### src/design/placeholder_none.sv
// Intentionally empty compilation unit.

### src/design/srs_pkg.sv
// Shared types and constants of the stream register slice.
package srs_pkg;

    // ==========================================================
    // Payload layout
    // ==========================================================
    localparam int DATA_W = 64;
    localparam int KEEP_W = DATA_W / 8;

    typedef struct packed {
        logic [DATA_W-1:0] tdata;
        logic [KEEP_W-1:0] tkeep;
        logic tlast;
    } srs_beat_t;

    localparam int BEAT_W = $bits(srs_beat_t);

    // ==========================================================
    // Modes
    // ==========================================================
    typedef enum logic [2:0] {
        SRS_MODE_FULL,
        SRS_MODE_LIGHT,
        SRS_MODE_XING,
        SRS_MODE_TDM,
        SRS_MODE_BYPASS
    } srs_mode_t;

    // ==========================================================
    // Buffer sizing and occupancy limits
    // ==========================================================
    localparam int FIFO_DEPTH = 4;
    localparam int CNT_W = $clog2(FIFO_DEPTH + 1);
    localparam logic [CNT_W-1:0] FULL_LIMIT = 3'h2;
    localparam logic [CNT_W-1:0] LIGHT_LIMIT = 3'h1;
    localparam logic [CNT_W-1:0] XING_LIMIT = 3'h4;

    // Latencies in clock cycles, valid in to first valid out.
    localparam int LAT_FULL = 1;
    localparam int LAT_LIGHT = 1;
    localparam int LAT_XING = 3;
    localparam int LAT_BYPASS = 0;

endpackage

### src/design/srs_fifo.sv
// Small synchronous FIFO with valid/ready on both sides.
`timescale 1ns/10ps
`default_nettype none

module srs_fifo #(
    parameter int WIDTH = 8,
    parameter int DEPTH = 4
) (
    input wire logic clk,
    input wire logic resetn,
    input wire logic in_valid,
    output logic in_ready,
    input wire logic [WIDTH-1:0] in_data,
    output logic out_valid,
    input wire logic out_ready,
    output logic [WIDTH-1:0] out_data,
    output logic [$clog2(DEPTH+1)-1:0] count
);
    localparam int PW = $clog2(DEPTH);
    localparam int CW = $clog2(DEPTH + 1);

    logic [WIDTH-1:0] mem_reg [DEPTH];
    logic [PW-1:0] wr_ptr_reg, wr_ptr_next;
    logic [PW-1:0] rd_ptr_reg, rd_ptr_next;
    logic [CW-1:0] count_reg, count_next;
    logic push;
    logic pop;

    // ==========================================================
    // Pointer and occupancy update
    // ==========================================================
    always_comb begin
        push = in_valid && in_ready;
        pop = out_valid && out_ready;
        wr_ptr_next = push ? PW'(wr_ptr_reg + 1'b1) : wr_ptr_reg;
        rd_ptr_next = pop ? PW'(rd_ptr_reg + 1'b1) : rd_ptr_reg;
        count_next = count_reg;
        if (push && !pop) begin
            count_next = CW'(count_reg + 1'b1);
        end else if (pop && !push) begin
            count_next = CW'(count_reg - 1'b1);
        end
    end

    always_ff @(posedge clk) begin
        if (!resetn) begin
            wr_ptr_reg <= '0;
            rd_ptr_reg <= '0;
            count_reg <= '0;
        end else begin
            wr_ptr_reg <= wr_ptr_next;
            rd_ptr_reg <= rd_ptr_next;
            count_reg <= count_next;
        end
    end

    // Storage needs no reset; entries are only read once written.
    always_ff @(posedge clk) begin
        if (push) begin
            mem_reg[wr_ptr_reg] <= in_data;
        end
    end

    assign in_ready = (count_reg != CW'(DEPTH));
    assign out_valid = (count_reg != '0);
    assign out_data = mem_reg[rd_ptr_reg];
    assign count = count_reg;

endmodule // srs_fifo

`default_nettype wire

### src/design/srs_slice.sv
// Configurable stream register slice with five pipeline modes.
`timescale 1ns/10ps
`default_nettype none

// Function
// - Full mode adds one clock of latency and never stalls back-to-back while downstream is ready.
// - Light mode adds one clock latency and one bubble after each accept.
// - Die-region crossing mode delivers three clocks later without stalls while downstream is ready.
// - Time-multiplexed crossing mode has three clocks latency, no stalls while downstream is ready.
// - Bypass mode wires upstream straight to the downstream port.
// - Latency counts from upstream valid to first downstream valid.
// - Back-to-back delay counts clocks upstream ready stays low after accept.
// - Full mode is a two-entry buffer tolerating throttling on both sides.
module srs_slice (
    input wire logic clk,
    input wire logic resetn,
    input wire srs_pkg::srs_mode_t mode,
    input wire logic up_tvalid,
    output logic up_tready,
    input wire srs_pkg::srs_beat_t up_beat,
    output logic dn_tvalid,
    input wire logic dn_tready,
    output srs_pkg::srs_beat_t dn_beat
);

    // ==========================================================
    // Mode decode
    // ==========================================================
    logic piped;
    logic bypass;
    logic [srs_pkg::CNT_W-1:0] fill_limit;

    always_comb begin
        piped = 1'b0;
        bypass = 1'b0;
        fill_limit = srs_pkg::FULL_LIMIT;
        case (mode)
            srs_pkg::SRS_MODE_FULL: begin
                fill_limit = srs_pkg::FULL_LIMIT;
            end
            srs_pkg::SRS_MODE_LIGHT: begin
                fill_limit = srs_pkg::LIGHT_LIMIT;
            end
            srs_pkg::SRS_MODE_XING, srs_pkg::SRS_MODE_TDM: begin
                piped = 1'b1;
                fill_limit = srs_pkg::XING_LIMIT;
            end
            srs_pkg::SRS_MODE_BYPASS: begin
                bypass = 1'b1;
            end
            default: begin
                bypass = 1'b1;
            end
        endcase
    end

    // ==========================================================
    // Crossing pipeline stages
    // ==========================================================
    // The two stages move every cycle without back-pressure, which
    // keeps them free of a long ready path. The buffer behind them
    // reserves room for both, so nothing in flight can be dropped.
    logic st1_valid_reg, st1_valid_next;
    logic st2_valid_reg, st2_valid_next;
    srs_pkg::srs_beat_t st1_beat_reg, st1_beat_next;
    srs_pkg::srs_beat_t st2_beat_reg, st2_beat_next;
    logic up_fire;
    logic [srs_pkg::CNT_W-1:0] fifo_count;
    logic [srs_pkg::CNT_W-1:0] in_flight;
    logic fifo_in_valid;
    logic fifo_in_ready;
    logic fifo_out_valid;
    srs_pkg::srs_beat_t fifo_in_beat;
    srs_pkg::srs_beat_t fifo_out_beat;

    always_comb begin
        st1_valid_next = piped && up_fire;
        st1_beat_next = up_fire ? up_beat : st1_beat_reg;
        st2_valid_next = st1_valid_reg;
        st2_beat_next = st1_valid_reg ? st1_beat_reg : st2_beat_reg;
    end

    always_ff @(posedge clk) begin
        if (!resetn) begin
            st1_valid_reg <= 1'b0;
            st2_valid_reg <= 1'b0;
            st1_beat_reg <= '0;
            st2_beat_reg <= '0;
        end else begin
            st1_valid_reg <= st1_valid_next;
            st2_valid_reg <= st2_valid_next;
            st1_beat_reg <= st1_beat_next;
            st2_beat_reg <= st2_beat_next;
        end
    end

    // ==========================================================
    // Upstream handshake and buffer feed
    // ==========================================================
    always_comb begin
        in_flight = srs_pkg::CNT_W'(fifo_count + st1_valid_reg
            + st2_valid_reg);
        if (bypass) begin
            up_tready = dn_tready;
        end else if (piped) begin
            up_tready = in_flight < fill_limit;
        end else begin
            up_tready = fifo_in_ready && (fifo_count < fill_limit);
        end
        up_fire = up_tvalid && up_tready;
        if (piped) begin
            fifo_in_valid = st2_valid_reg;
            fifo_in_beat = st2_beat_reg;
        end else begin
            fifo_in_valid = up_tvalid && up_tready && !bypass;
            fifo_in_beat = up_beat;
        end
    end

    srs_fifo #(
        .WIDTH(srs_pkg::BEAT_W),
        .DEPTH(srs_pkg::FIFO_DEPTH)
    ) srs_fifo_inst (
        .clk(clk),
        .resetn(resetn),
        .in_valid(fifo_in_valid),
        .in_ready(fifo_in_ready),
        .in_data(fifo_in_beat),
        .out_valid(fifo_out_valid),
        .out_ready(dn_tready && !bypass),
        .out_data(fifo_out_beat),
        .count(fifo_count)
    );

    // ==========================================================
    // Downstream port
    // ==========================================================
    // In bypass the port is a plain wire, so its data is not
    // registered; all other modes drive it from buffer storage.
    always_comb begin
        if (bypass) begin
            dn_tvalid = up_tvalid;
            dn_beat = up_beat;
        end else begin
            dn_tvalid = fifo_out_valid;
            dn_beat = fifo_out_beat;
        end
    end

    logic is_full;
    logic is_light;
    logic is_xing;
    logic is_tdm;
    logic pipe_idle;
    assign is_full = (mode == srs_pkg::SRS_MODE_FULL);
    assign is_light = (mode == srs_pkg::SRS_MODE_LIGHT);
    assign is_xing = (mode == srs_pkg::SRS_MODE_XING);
    assign is_tdm = (mode == srs_pkg::SRS_MODE_TDM);
    assign pipe_idle = !st1_valid_reg && !st2_valid_reg
        && (fifo_count == '0);
endmodule // srs_slice

`default_nettype wire

### config.mk
export PLATFORM = sky130hd
export DESIGN_NAME = srs_slice
export DESIGN_NICKNAME = d
export VERILOG_FILES = /design/src/design/placeholder_none.sv /design/src/design/srs_pkg.sv /design/src/design/srs_fifo.sv /design/src/design/srs_slice.sv
export SDC_FILE = /design/constraint.sdc
export NUM_CORES = 1
export LEC_CHECK = 0
export ABC_AREA = 1
export BUFFER_PORTS_ARGS = -buffer_cell sky130_fd_sc_hd__buf_2
export CORE_UTILIZATION = 55
export DETAILED_ROUTE_END_ITERATION = 8
export PLACE_DENSITY = 0.71
export SLEW_MARGIN = 20
export SYNTH_ARGS = -nofsm -noshare
export SYNTH_HDL_FRONTEND = slang
export SYNTH_HIERARCHICAL = 1
export SYNTH_SLANG_ARGS = --single-unit
### constraint.sdc
create_clock -name clk -period 7.8 [get_ports clk]
set_input_delay 1.56 -clock clk [delete_from_list [all_inputs] [get_ports clk]]
set_output_delay 1.56 -clock clk [all_outputs]
set_load 0.01 [all_outputs]
======== Word-level counts from Yosys, hierarchy flattened ========
Memory sizes are Yosys's and may differ from the RTL's. A register that Yosys moved wholly into a read port is not among the register bits.
Cells that the tools add are included.
storage, ports and cells
  bits in registers ....................... 155
  latch bits .............................. 0
  RAM bits ................................ 292
  ROM bits ................................ 0
  logic and storage cells ................. 54
  memories ................................ 1
cells by class
  add/sub/neg operators ................... 6
  multipliers ............................. 0
  divide/modulo/power cells ............... 0
  $lt $le $gt $ge ......................... 2
  eq/ne operators ......................... 4
  shift operators ......................... 0
  multiplexer cells ....................... 14
  bitwise gates (word level) .............. 0
  reductions and logical operators ........ 16
memory list
  memory                 words  bits a word  read ports  clocked after Yosys merged registers in  write ports  line            text
  srs_fifo_inst.mem_reg  4      73           1           1                                        1            srs_fifo.sv:22  logic [WIDTH-1:0] mem_reg [DEPTH];
operators by type and width
  operator             count
  $mux 73              2
  $logic_and 1x1->1    9
  $mux 1               7
  $add 3x1->3          2
  $eq 3x2->1 const B   2
  $lt 3x3->1           2
  $mux 3               2
  $pmux 3 s2           1
  $add 2x1->2 const B  2
  $mux 2               2
  $reduce_or 4->1      1
  $add 3x1->3 const B  1
  $eq 3x1->1 const B   1
  $logic_not 3->1      1
  $ne 3x3->1 const B   1
  $reduce_bool 3->1    1
  $sub 3x1->3 const B  1
  $logic_not 1->1      2
  $reduce_bool 2->1    1
  $reduce_or 2->1      1

======== Depth between registers and ports, before layout ========
Gate-level depths: netlist of run 1.
  depth in word-level cells ............... 15
  gate-level depth with buffers ........... 26
  depth with buffers taken out ............ 22

======== Hierarchy ========
Netlist of run 1, hierarchy kept.
by module, submodules not included
  module     instances  cells an instance  area an instance (um^2)  sequential area each (um^2)
  srs_fifo   1          774                11315.9                  8948.6
  srs_slice  1          1229               7716.2                   2962.8

======== Least setup slack after synthesis of run 1 ========
No wires, ideal clock.
  kind .................................... in2reg
  start point ............................. in mode[2]
  end point ............................... mem srs_fifo_inst/mem_reg[0][0] in the netlist's numbering, enable pin
  arrival time ............................ 6.218 ns
  required time ........................... 7.295 ns
  setup slack ............................. 1.078 ns
  cell stages on the path ................. 13
  cells stage by stage .................... inv_1 nand2_1 buf_2 buf_2 ha_1 nor2_1 a21oi_1 nand2_1 nand3_1 buf_2 a21oi_1 nand2_1 nor2_1
between the ends
  longest elaborated chain between the ends .. 13
  elaborated cells between the ends (all ways) .. 19
ends and longest elaborated chain
  element                         line              text
  start: declaration              srs_slice.sv:17   input wire srs_pkg::srs_mode_t mode,
  $eq 3x2->1                      srs_slice.sv:37   case (mode)
  $reduce_or 2->1                 srs_slice.sv:37
  $pmux 3 s2                      srs_slice.sv:37
  $lt 3x3->1                      srs_slice.sv:108  up_tready = fifo_in_ready && (fifo_count < fill_limit);
  $logic_and 1x1->1               srs_slice.sv:108
  $mux 1                          srs_slice.sv:105  end else if (piped) begin
  $mux 1                          srs_slice.sv:103  if (bypass) begin
  $logic_and 1x1->1 (2 in a row)  srs_slice.sv:115  fifo_in_valid = up_tvalid && up_tready && !bypass;
  $mux 1 *                        srs_slice.sv:111  if (piped) begin
  via fifo_in_valid               srs_slice.sv:70   logic fifo_in_valid;
  $logic_and 1x1->1 *             srs_fifo.sv:33    push = in_valid && in_ready;
  $mux 1 *                        srs_fifo.sv:59    if (push) begin
  $mux 1 (implied by the code) *  srs_fifo.sv:60    mem_reg[wr_ptr_reg] <= in_data;
  end: declaration                srs_fifo.sv:22
Mark *: on every way through the listed nets, which the timed path passes. The rest lies on a longest branch.

==> results by group, run 1 <==
Route
  • Via Count: 14100
  • ANT nets after route: 0
  • Final wirelength: 43.0 mm
  • Drt wl/cell: 16.8 um
  • Residual DRC count: 0
  • Vias/cell: 5.49
  • DRT Pass-1 Iters: 5
  • Drt initial violations: 1079

Clock network
  • Post-CTS Setup Inserts: 0
  • Hold_buf cts: 0
  • Resized cells post-CTS: 0
  • Clk Tree Root Cell: clkbuf_16
  • Clock transition at path regs: 60 ps
  • Total clock buffers created by CTS: 45
  • CTS H-tree depth: 2
  • TritonCTS Sinks: 449
  • CTS tree: yes
  • Clock buffer depth: 3
  • Clk_lat worst skew: 550 ps

Yosys
  • Syn_nets: 2093
  • Yosys top cell by area: edfxtp_1
  • Sequential area share after synthesis: 0.626
  • Commonest register cell after synthesis: edfxtp_1
  • Post-synth top cells: nor2_1 (309), edfxtp_1 (292), nand2_1 (246)
  • Synth Register Bits: 449
  • Async SR Flop Fraction: 0
  • Synthesized cell area: 19000 um2
  • Syn. warnings: 6
  • Count leader, synth: nor2_1
  • Synthesized area per cell: 9.50 um2
  • Yosys cell types: 26
  • Post-synth EDFFs: 292
  • Cell count after synthesis: 2003
  • Synth area leaders: edfxtp_1 (46%), dfxtp_1 (17%), nor2_1 (6.1%), o21ai_0 (6.0%), nand2_1 (4.9%)
  • Top-area cell type share of the netlist area: 0.461

Hold path
  • Min-Delay Path Class: reg -> reg

Final layout
  • Area grow syn2layout: 12.3%
  • Max reg flops: 292
  • Layout Nets: 2168
  • Layout cells sized above 1: 0.123
  • Antenna cell count: 0

Die
  • Row cnt: 67
  • Die height: 188 um
  • Die Area: 35400 um2
  • DIE WIDTH: 188 um
  • Initial Util: 0.563
  • Core area: 33800 um2
  • I/O pin count: 155

Placed design
  • Post-Place Worst Slack: 2330 ps
  • PortBufs: 154
  • HPWL after DPL: 23.7 mm
  • Gpl congestion: 0.792

Timing
  • Final Max Slew Viols: 0
  • Setup_tns: 0 ps
  • Max Fclk: 199 MHz
  • Worst Tran Pin Value: 1080 ps
  • RSZ-0062 raised after global routing: no
  • Slew headroom: 0.277
  • Final Hold Viols: 0
  • Period minus WS final: 5040 ps
  • Period utilization: 0.646
  • Endpoints failing setup: 0
  • Final worst slack: 2760 ps
  • Clk_skew: 13.2 ps

GRT
  • First-pass GRT wire length: 68.1 mm
  • Gr ovfl total: 0
  • Initial antenna violation count: 0
  • Vias in the first global route: 13300
  • All-Layer GR Usage: 0.240
  • Largest net degree at the start of global routing: 110

Critical path
  • Worst setup EP type: output port
  • CP required: 6240 ps
  • Critical Path AT: 3480 ps
  • CP Launch Type: register
  • Critical setup path kind: reg -> out
  • Max FO, Critical Path: 79

Power
  • Peak VDD IR: 0.194 mV
  • Pleak: 8.82 nW
  • Pwr/cell area: 263 nW/um2

Run status
  • Status: finished clean

Flow run
  • Maxcap violations: 0
## final cells by class
type	instances	area [um2]
Clock buffer	66	1320
Clock inverter	18	225
Fill cell	2709	12400
Inverter	245	925
Multi-Input combinational cell	1166	5480
Sequential cell	449	11900
Tap cell	448	561
Timing Repair Buffer	171	942
## placed cells by master (no fill, tap or decap), types with 2 or more instances in the layout
cell type	n
nand2_2	2
nor2_1	305
fa_1	2
clkbuf_8	7
buf_2	153
a21oi_1	151
nand4_1	73
nand3_1	4
nand2_1	243
bufinv_16	5
buf_4	14
o22ai_1	73
nor2_4	4
xor2_1	2
clkbuf_16	47
inv_1	236
o21ai_1	67
clkinv_2	7
o21ai_0	227
edfxtp_1	292
inv_4	2
dfxtp_1	154
buf_12	3
inv_2	7
ha_1	8
dfxtp_4	2
clkbuf_1	12
clkinvlp_4	2
clkinv_1	2
## worst paths after layout
path	to	slack (ps)	start	cells past startpoint
worst min-delay path	st2_beat_reg[32]$_SDFFE_PN0P_	450	st1_beat_reg[32]$_SDFFE_PN0N_	2
worst max register to register	srs_fifo_inst/mem_reg[0][57]$_DFFE_PP_	3360	st1_valid_reg$_SDFF_PN0_	14
worst min register to register	st2_beat_reg[32]$_SDFFE_PN0P_	450	st1_beat_reg[32]$_SDFFE_PN0N_	2
worst max-delay path	dn_beat[0]	2760	register	7
## report_power, final
part	internal, mW	total [mW]	switching, mW
clock network	1.34	2.21	0.873
logic	0.216	0.704	0.488
registers	2.65	2.70	0.0480
## kinds of logic (layout without fill, tap and decap cells)
| group | Yosys count | in the layout | synth area share |
|---|---|---|---|
| flip-flops | 449 | 449 | 0.626 |
| buffers and inverters | 388 | 500 | 0.0889 |
| AND/OR/NAND/NOR | 635 | 635 | 0.136 |
| AO/OA/AOI/OAI | 519 | 519 | 0.141 |
| XOR/XNOR | 2 | 2 | 0.000921 |
| adder cells (fa/ha/maj) | 10 | 10 | 0.00736 |
## per-layer routing
layer | share of wire | global-route usage
met3 | 0.066 | 0.0359
met2 | 0.47 | 0.391
met1 | 0.44 | 0.333
met5 | 0 | 0
met4 | 0.020 | 0.0729
## worst max-delay path, stage by stage (launching register included)
cell and delay (ps):
dfxtp_4 570, inv_4 760, buf_4 720, o21ai_0 170, o22ai_1 270, nand2_1 90, o21ai_0 100, buf_2 150
## stage by stage
step	power [mW]	area (um2)	hold slack, ps	util	std cells
final	5.61	21400	452	0.633	2563
after global routing	5.83	21400	466	0.633	2563
after CTS	5.64	21400	453	0.633	2563
after detailed placement	3.44	19800	445	0.587	2479
after global placement	3.42	19800	436	0.587	2479
after floorplan	3.25	19000	430	-	2003
(Power assumes the default switching activity.)
==> inputs of run 2 (changes only) <==
--- a/config.mk
+++ b/config.mk
@@ -7,9 +7,9 @@
 export LEC_CHECK = 0
 export ABC_AREA = 1
 export BUFFER_PORTS_ARGS = -buffer_cell sky130_fd_sc_hd__buf_2
-export CORE_UTILIZATION = 55
+export CORE_UTILIZATION = 54
 export DETAILED_ROUTE_END_ITERATION = 8
-export PLACE_DENSITY = 0.71
+export PLACE_DENSITY = 0.73
 export SLEW_MARGIN = 20
 export SYNTH_ARGS = -nofsm -noshare
 export SYNTH_HDL_FRONTEND = slang
==> constraint.sdc (replaced) <==
create_clock -name clk -period 4.3 [get_ports clk]
set_input_delay 0.86 -clock clk [delete_from_list [all_inputs] [get_ports clk]]
set_output_delay 0.86 -clock clk [all_outputs]
set_load 0.01 [all_outputs]
==> run 2 against run 1 <==
Register-to-register slack lost 2500 ps. Clock power grew 78%. Sequential share of layout area shrank 0.15 points. Cell count grew 0.62%. Hold slack lost 0.67 ps. Clock skew grew 4.8 ps. Flip-flop and latch count is the same. Die area grew 1.8%. Critical endpoint is now dn_beat[8]. Largest power group unchanged. Highest routed layer unchanged.
==> results by group, run 2 (synthesis results as in run 1) <==
Power
  • Pwr/cell area: 472 nW/um2 (was 263 nW/um2)
  • Pleak: 8.85 nW (was 8.82 nW)
  • Peak VDD IR: 0.339 mV (was 0.194 mV)

Final layout
  • Most frequent cells in the layout: nor2_1 (305), edfxtp_1 (292), nand2_1 (242) (was nor2_1 (305), edfxtp_1 (292), nand2_1 (243))
  • Non-filler cells, final: 2579 (was 2563)
  • Max reg flops: 292 (unchanged)
  • Layout Nets: 2177 (was 2168)
  • Most common cell after layout, fill and taps aside: nor2_1 (unchanged)
  • Finished Cell Area: 21400 um2 (about the same)
  • Area grow syn2layout: 12.6% (was 12.3%)
  • Layout cells sized above 1: 0.125 (was 0.123)
  • Antenna cell count: 0 (unchanged)

Clock network
  • Clk Tree Root Cell: clkbuf_16 (unchanged)
  • Resized cells post-CTS: 0 (unchanged)
  • Post-CTS Setup Inserts: 0 (unchanged)
  • Clk_lat worst skew: 550 ps (about the same)
  • CTS tree: yes (unchanged)
  • Clock buffer depth: 3 (unchanged)
  • Hold_buf cts: 0 (unchanged)
  • CTS H-tree depth: 2 (unchanged)
  • Clock transition at path regs: 60 ps (about the same)
  • Total clock buffers created by CTS: 45 (unchanged)
  • TritonCTS Sinks: 449 (unchanged)

Timing
  • Clk_skew: 18.0 ps (was 13.2 ps)
  • Worst Tran Pin Value: 1100 ps (was 1080 ps)
  • Setup_tns: 0 ps (unchanged)
  • Slew headroom: 0.266 (was 0.277)
  • RSZ-0062 raised after global routing: no (unchanged)
  • Max Fclk: 289 MHz
  • Final Hold Viols: 0 (unchanged)
  • Worst hold slack: 451 ps (was 452 ps)
  • Period minus WS final: 3460 ps
  • Final Max Slew Viols: 0 (unchanged)
  • Endpoints failing setup: 0 (unchanged)
  • Period utilization: 0.805

Placed design
  • PortBufs: 154 (unchanged)
  • Placed cell area: 19900 um2 (was 19800 um2)
  • HPWL after DPL: 24.4 mm (was 23.7 mm)
  • Dpl cells: 2495 (was 2479)
  • Gpl congestion: 0.802 (was 0.792)

GRT
  • First-pass GRT wire length: 71.0 mm (was 68.1 mm)
  • Initial antenna violation count: 0 (unchanged)
  • Gr ovfl total: 0 (unchanged)
  • Largest net degree at the start of global routing: 119 (was 110)
  • All-Layer GR Usage: 0.248 (was 0.240)
  • Vias in the first global route: 13800 (was 13300)

Critical path
  • Worst reg2reg startpoint: srs_fifo_inst/count[0]$_SDFFE_PN0P_ (was st1_valid_reg$_SDFF_PN0_)
  • Max FO, Critical Path: 73 (was 79)
  • CP Launch Type: register (unchanged)
  • Critical path endpoint: dn_beat[8] (was dn_beat[0])
  • FF-to-FF path depth: 22 (was 14)
  • Cell family with most CP delay: buffers and inverters (unchanged)
  • Critical setup path kind: reg -> out (unchanged)
  • Max stage delay on crit path: 670 ps (was 760 ps)
  • Cell mode on critical path: o21ai_0 (unchanged)
  • CP required: 3440 ps (was 6240 ps)
  • WP buf/inv: 2 (was 3)
  • Worst reg2reg setup slack: 840 ps (was 3360 ps)
  • WP depth: 6 (was 7)
  • Worst setup EP type: output port (unchanged)
  • CP max stage cell: buf_4 (was inv_4)
  • Critical Path AT: 2600 ps (was 3480 ps)
  • Worst R2R End: srs_fifo_inst/count[2]$_SDFFE_PN0P_ (was srs_fifo_inst/mem_reg[0][57]$_DFFE_PP_)
  • Crit-path cells: buf_4 > o21ai_0 > o22ai_1 > nand2_1 > o21ai_0 > buf_2 (was inv_4 > buf_4 > o21ai_0 > o22ai_1 > nand2_1 > o21ai_0 > buf_2)

Hold path
  • Min-Delay Path Class: reg -> reg (unchanged)

Route
  • Residual DRC count: 0 (unchanged)
  • Final wirelength: 45.0 mm (was 43.0 mm)
  • Drt wl/cell: 17.4 um (was 16.8 um)
  • Via Count: 14400 (was 14100)
  • DRT Pass-1 Iters: 5 (unchanged)
  • Drt initial violations: 1264 (was 1079)
  • ANT nets after route: 0 (unchanged)
  • Vias/cell: 5.57 (was 5.49)

Die
  • I/O pin count: 155 (unchanged)
  • Core area: 34600 um2 (was 33800 um2)
  • Initial Util: 0.550 (was 0.563)
  • Row cnt: 68 (was 67)
  • DIE WIDTH: 190 um (was 188 um)
  • Die Area: 36000 um2 (was 35400 um2)
  • Die height: 190 um (was 188 um)

Run status
  • Status: finished clean (unchanged)

Flow run
  • Maxcap violations: 0 (unchanged)
==> run 2: cell types whose count changed in the layout (fill, tap and decap cells not counted), sizes merged <==
cell,delta
buf,+9
clkinv,+3
clkinvlp,+1
clkbuf,-4
==> run 2: worst register-to-register path, cell delays in order (launching register included) <==
cell	delay [ps]
dfxtp_1	440
inv_1	80
fa_1	350
inv_1	70
ha_1	150
xor2_1	150
ha_1	250
nor2_1	90
a21oi_1	110
nand2_4	100
nand3_4	60
a21oi_2	190
nand2_2	180
inv_1	150
ha_1	180
inv_1	60
fa_1	390
inv_1	80
nand2_1	50
nand3_1	70
nand2_1	50
nand2_1	50
nor2_1	50
==> run 2: cell type report <==
class	count	area (um2)
Clock buffer	62	1260
Clock inverter	22	236
Fill cell	2824	13200
Inverter	245	925
Multi-Input combinational cell	1166	5500
Sequential cell	449	11900
Tap cell	455	569
Timing Repair Buffer	180	1020
==> run 2: how the worst min path moves through the flow <==
| stage | startpoint | endpoint | slack, ps | depth (start not counted) |
|---|---|---|---|---|
| 6_report | st1_beat_reg[30]$_SDFFE_PN0N_ | st2_beat_reg[30]$_SDFFE_PN0P_ | 450 | 2 |
| 5_1_grt | st1_beat_reg[25]$_SDFFE_PN0N_ | st2_beat_reg[25]$_SDFFE_PN0P_ | 470 | 2 |
| 4_1_cts | st1_beat_reg[18]$_SDFFE_PN0N_ | st2_beat_reg[18]$_SDFFE_PN0P_ | 450 | 2 |
| 3_5_place_dp | st1_beat_reg[25]$_SDFFE_PN0N_ | st2_beat_reg[25]$_SDFFE_PN0P_ | 440 | 2 |
| 3_3_place_gp | st1_beat_reg[30]$_SDFFE_PN0N_ | st2_beat_reg[30]$_SDFFE_PN0P_ | 440 | 2 |
| 2_1_floorplan | st1_beat_reg[25]$_SDFFE_PN0N_ | st2_beat_reg[25]$_SDFFE_PN0P_ | 430 | 2 |
==> run 2: power by group <==
| part | switching, mW | total (mW) | internal [mW] |
|---|---|---|---|
| sequential | 0.0589 | 4.86 | 4.80 |
| clock | 1.58 | 3.93 | 2.35 |
| combinational | 0.925 | 1.32 | 0.399 |
==> run 2: through the flow <==
stage	power, mW	utilization	setup slack, ps
6_report	10.1	0.619	839
5_1_grt	10.5	0.619	607
4_1_cts	10.2	0.619	839
3_5_place_dp	6.27	0.576	671
3_3_place_gp	6.22	0.576	727
2_1_floorplan	5.89	-	1.34
==> run 2: routing by layer <==
layer	vias to the layer above	track usage	routed length (um)
met4	0	0.0884	1240
li1	6899	-	-
met2	533	0.431	21900
met5	-	0	0
met1	6833	0.320	19000
met3	90	0.0312	2840
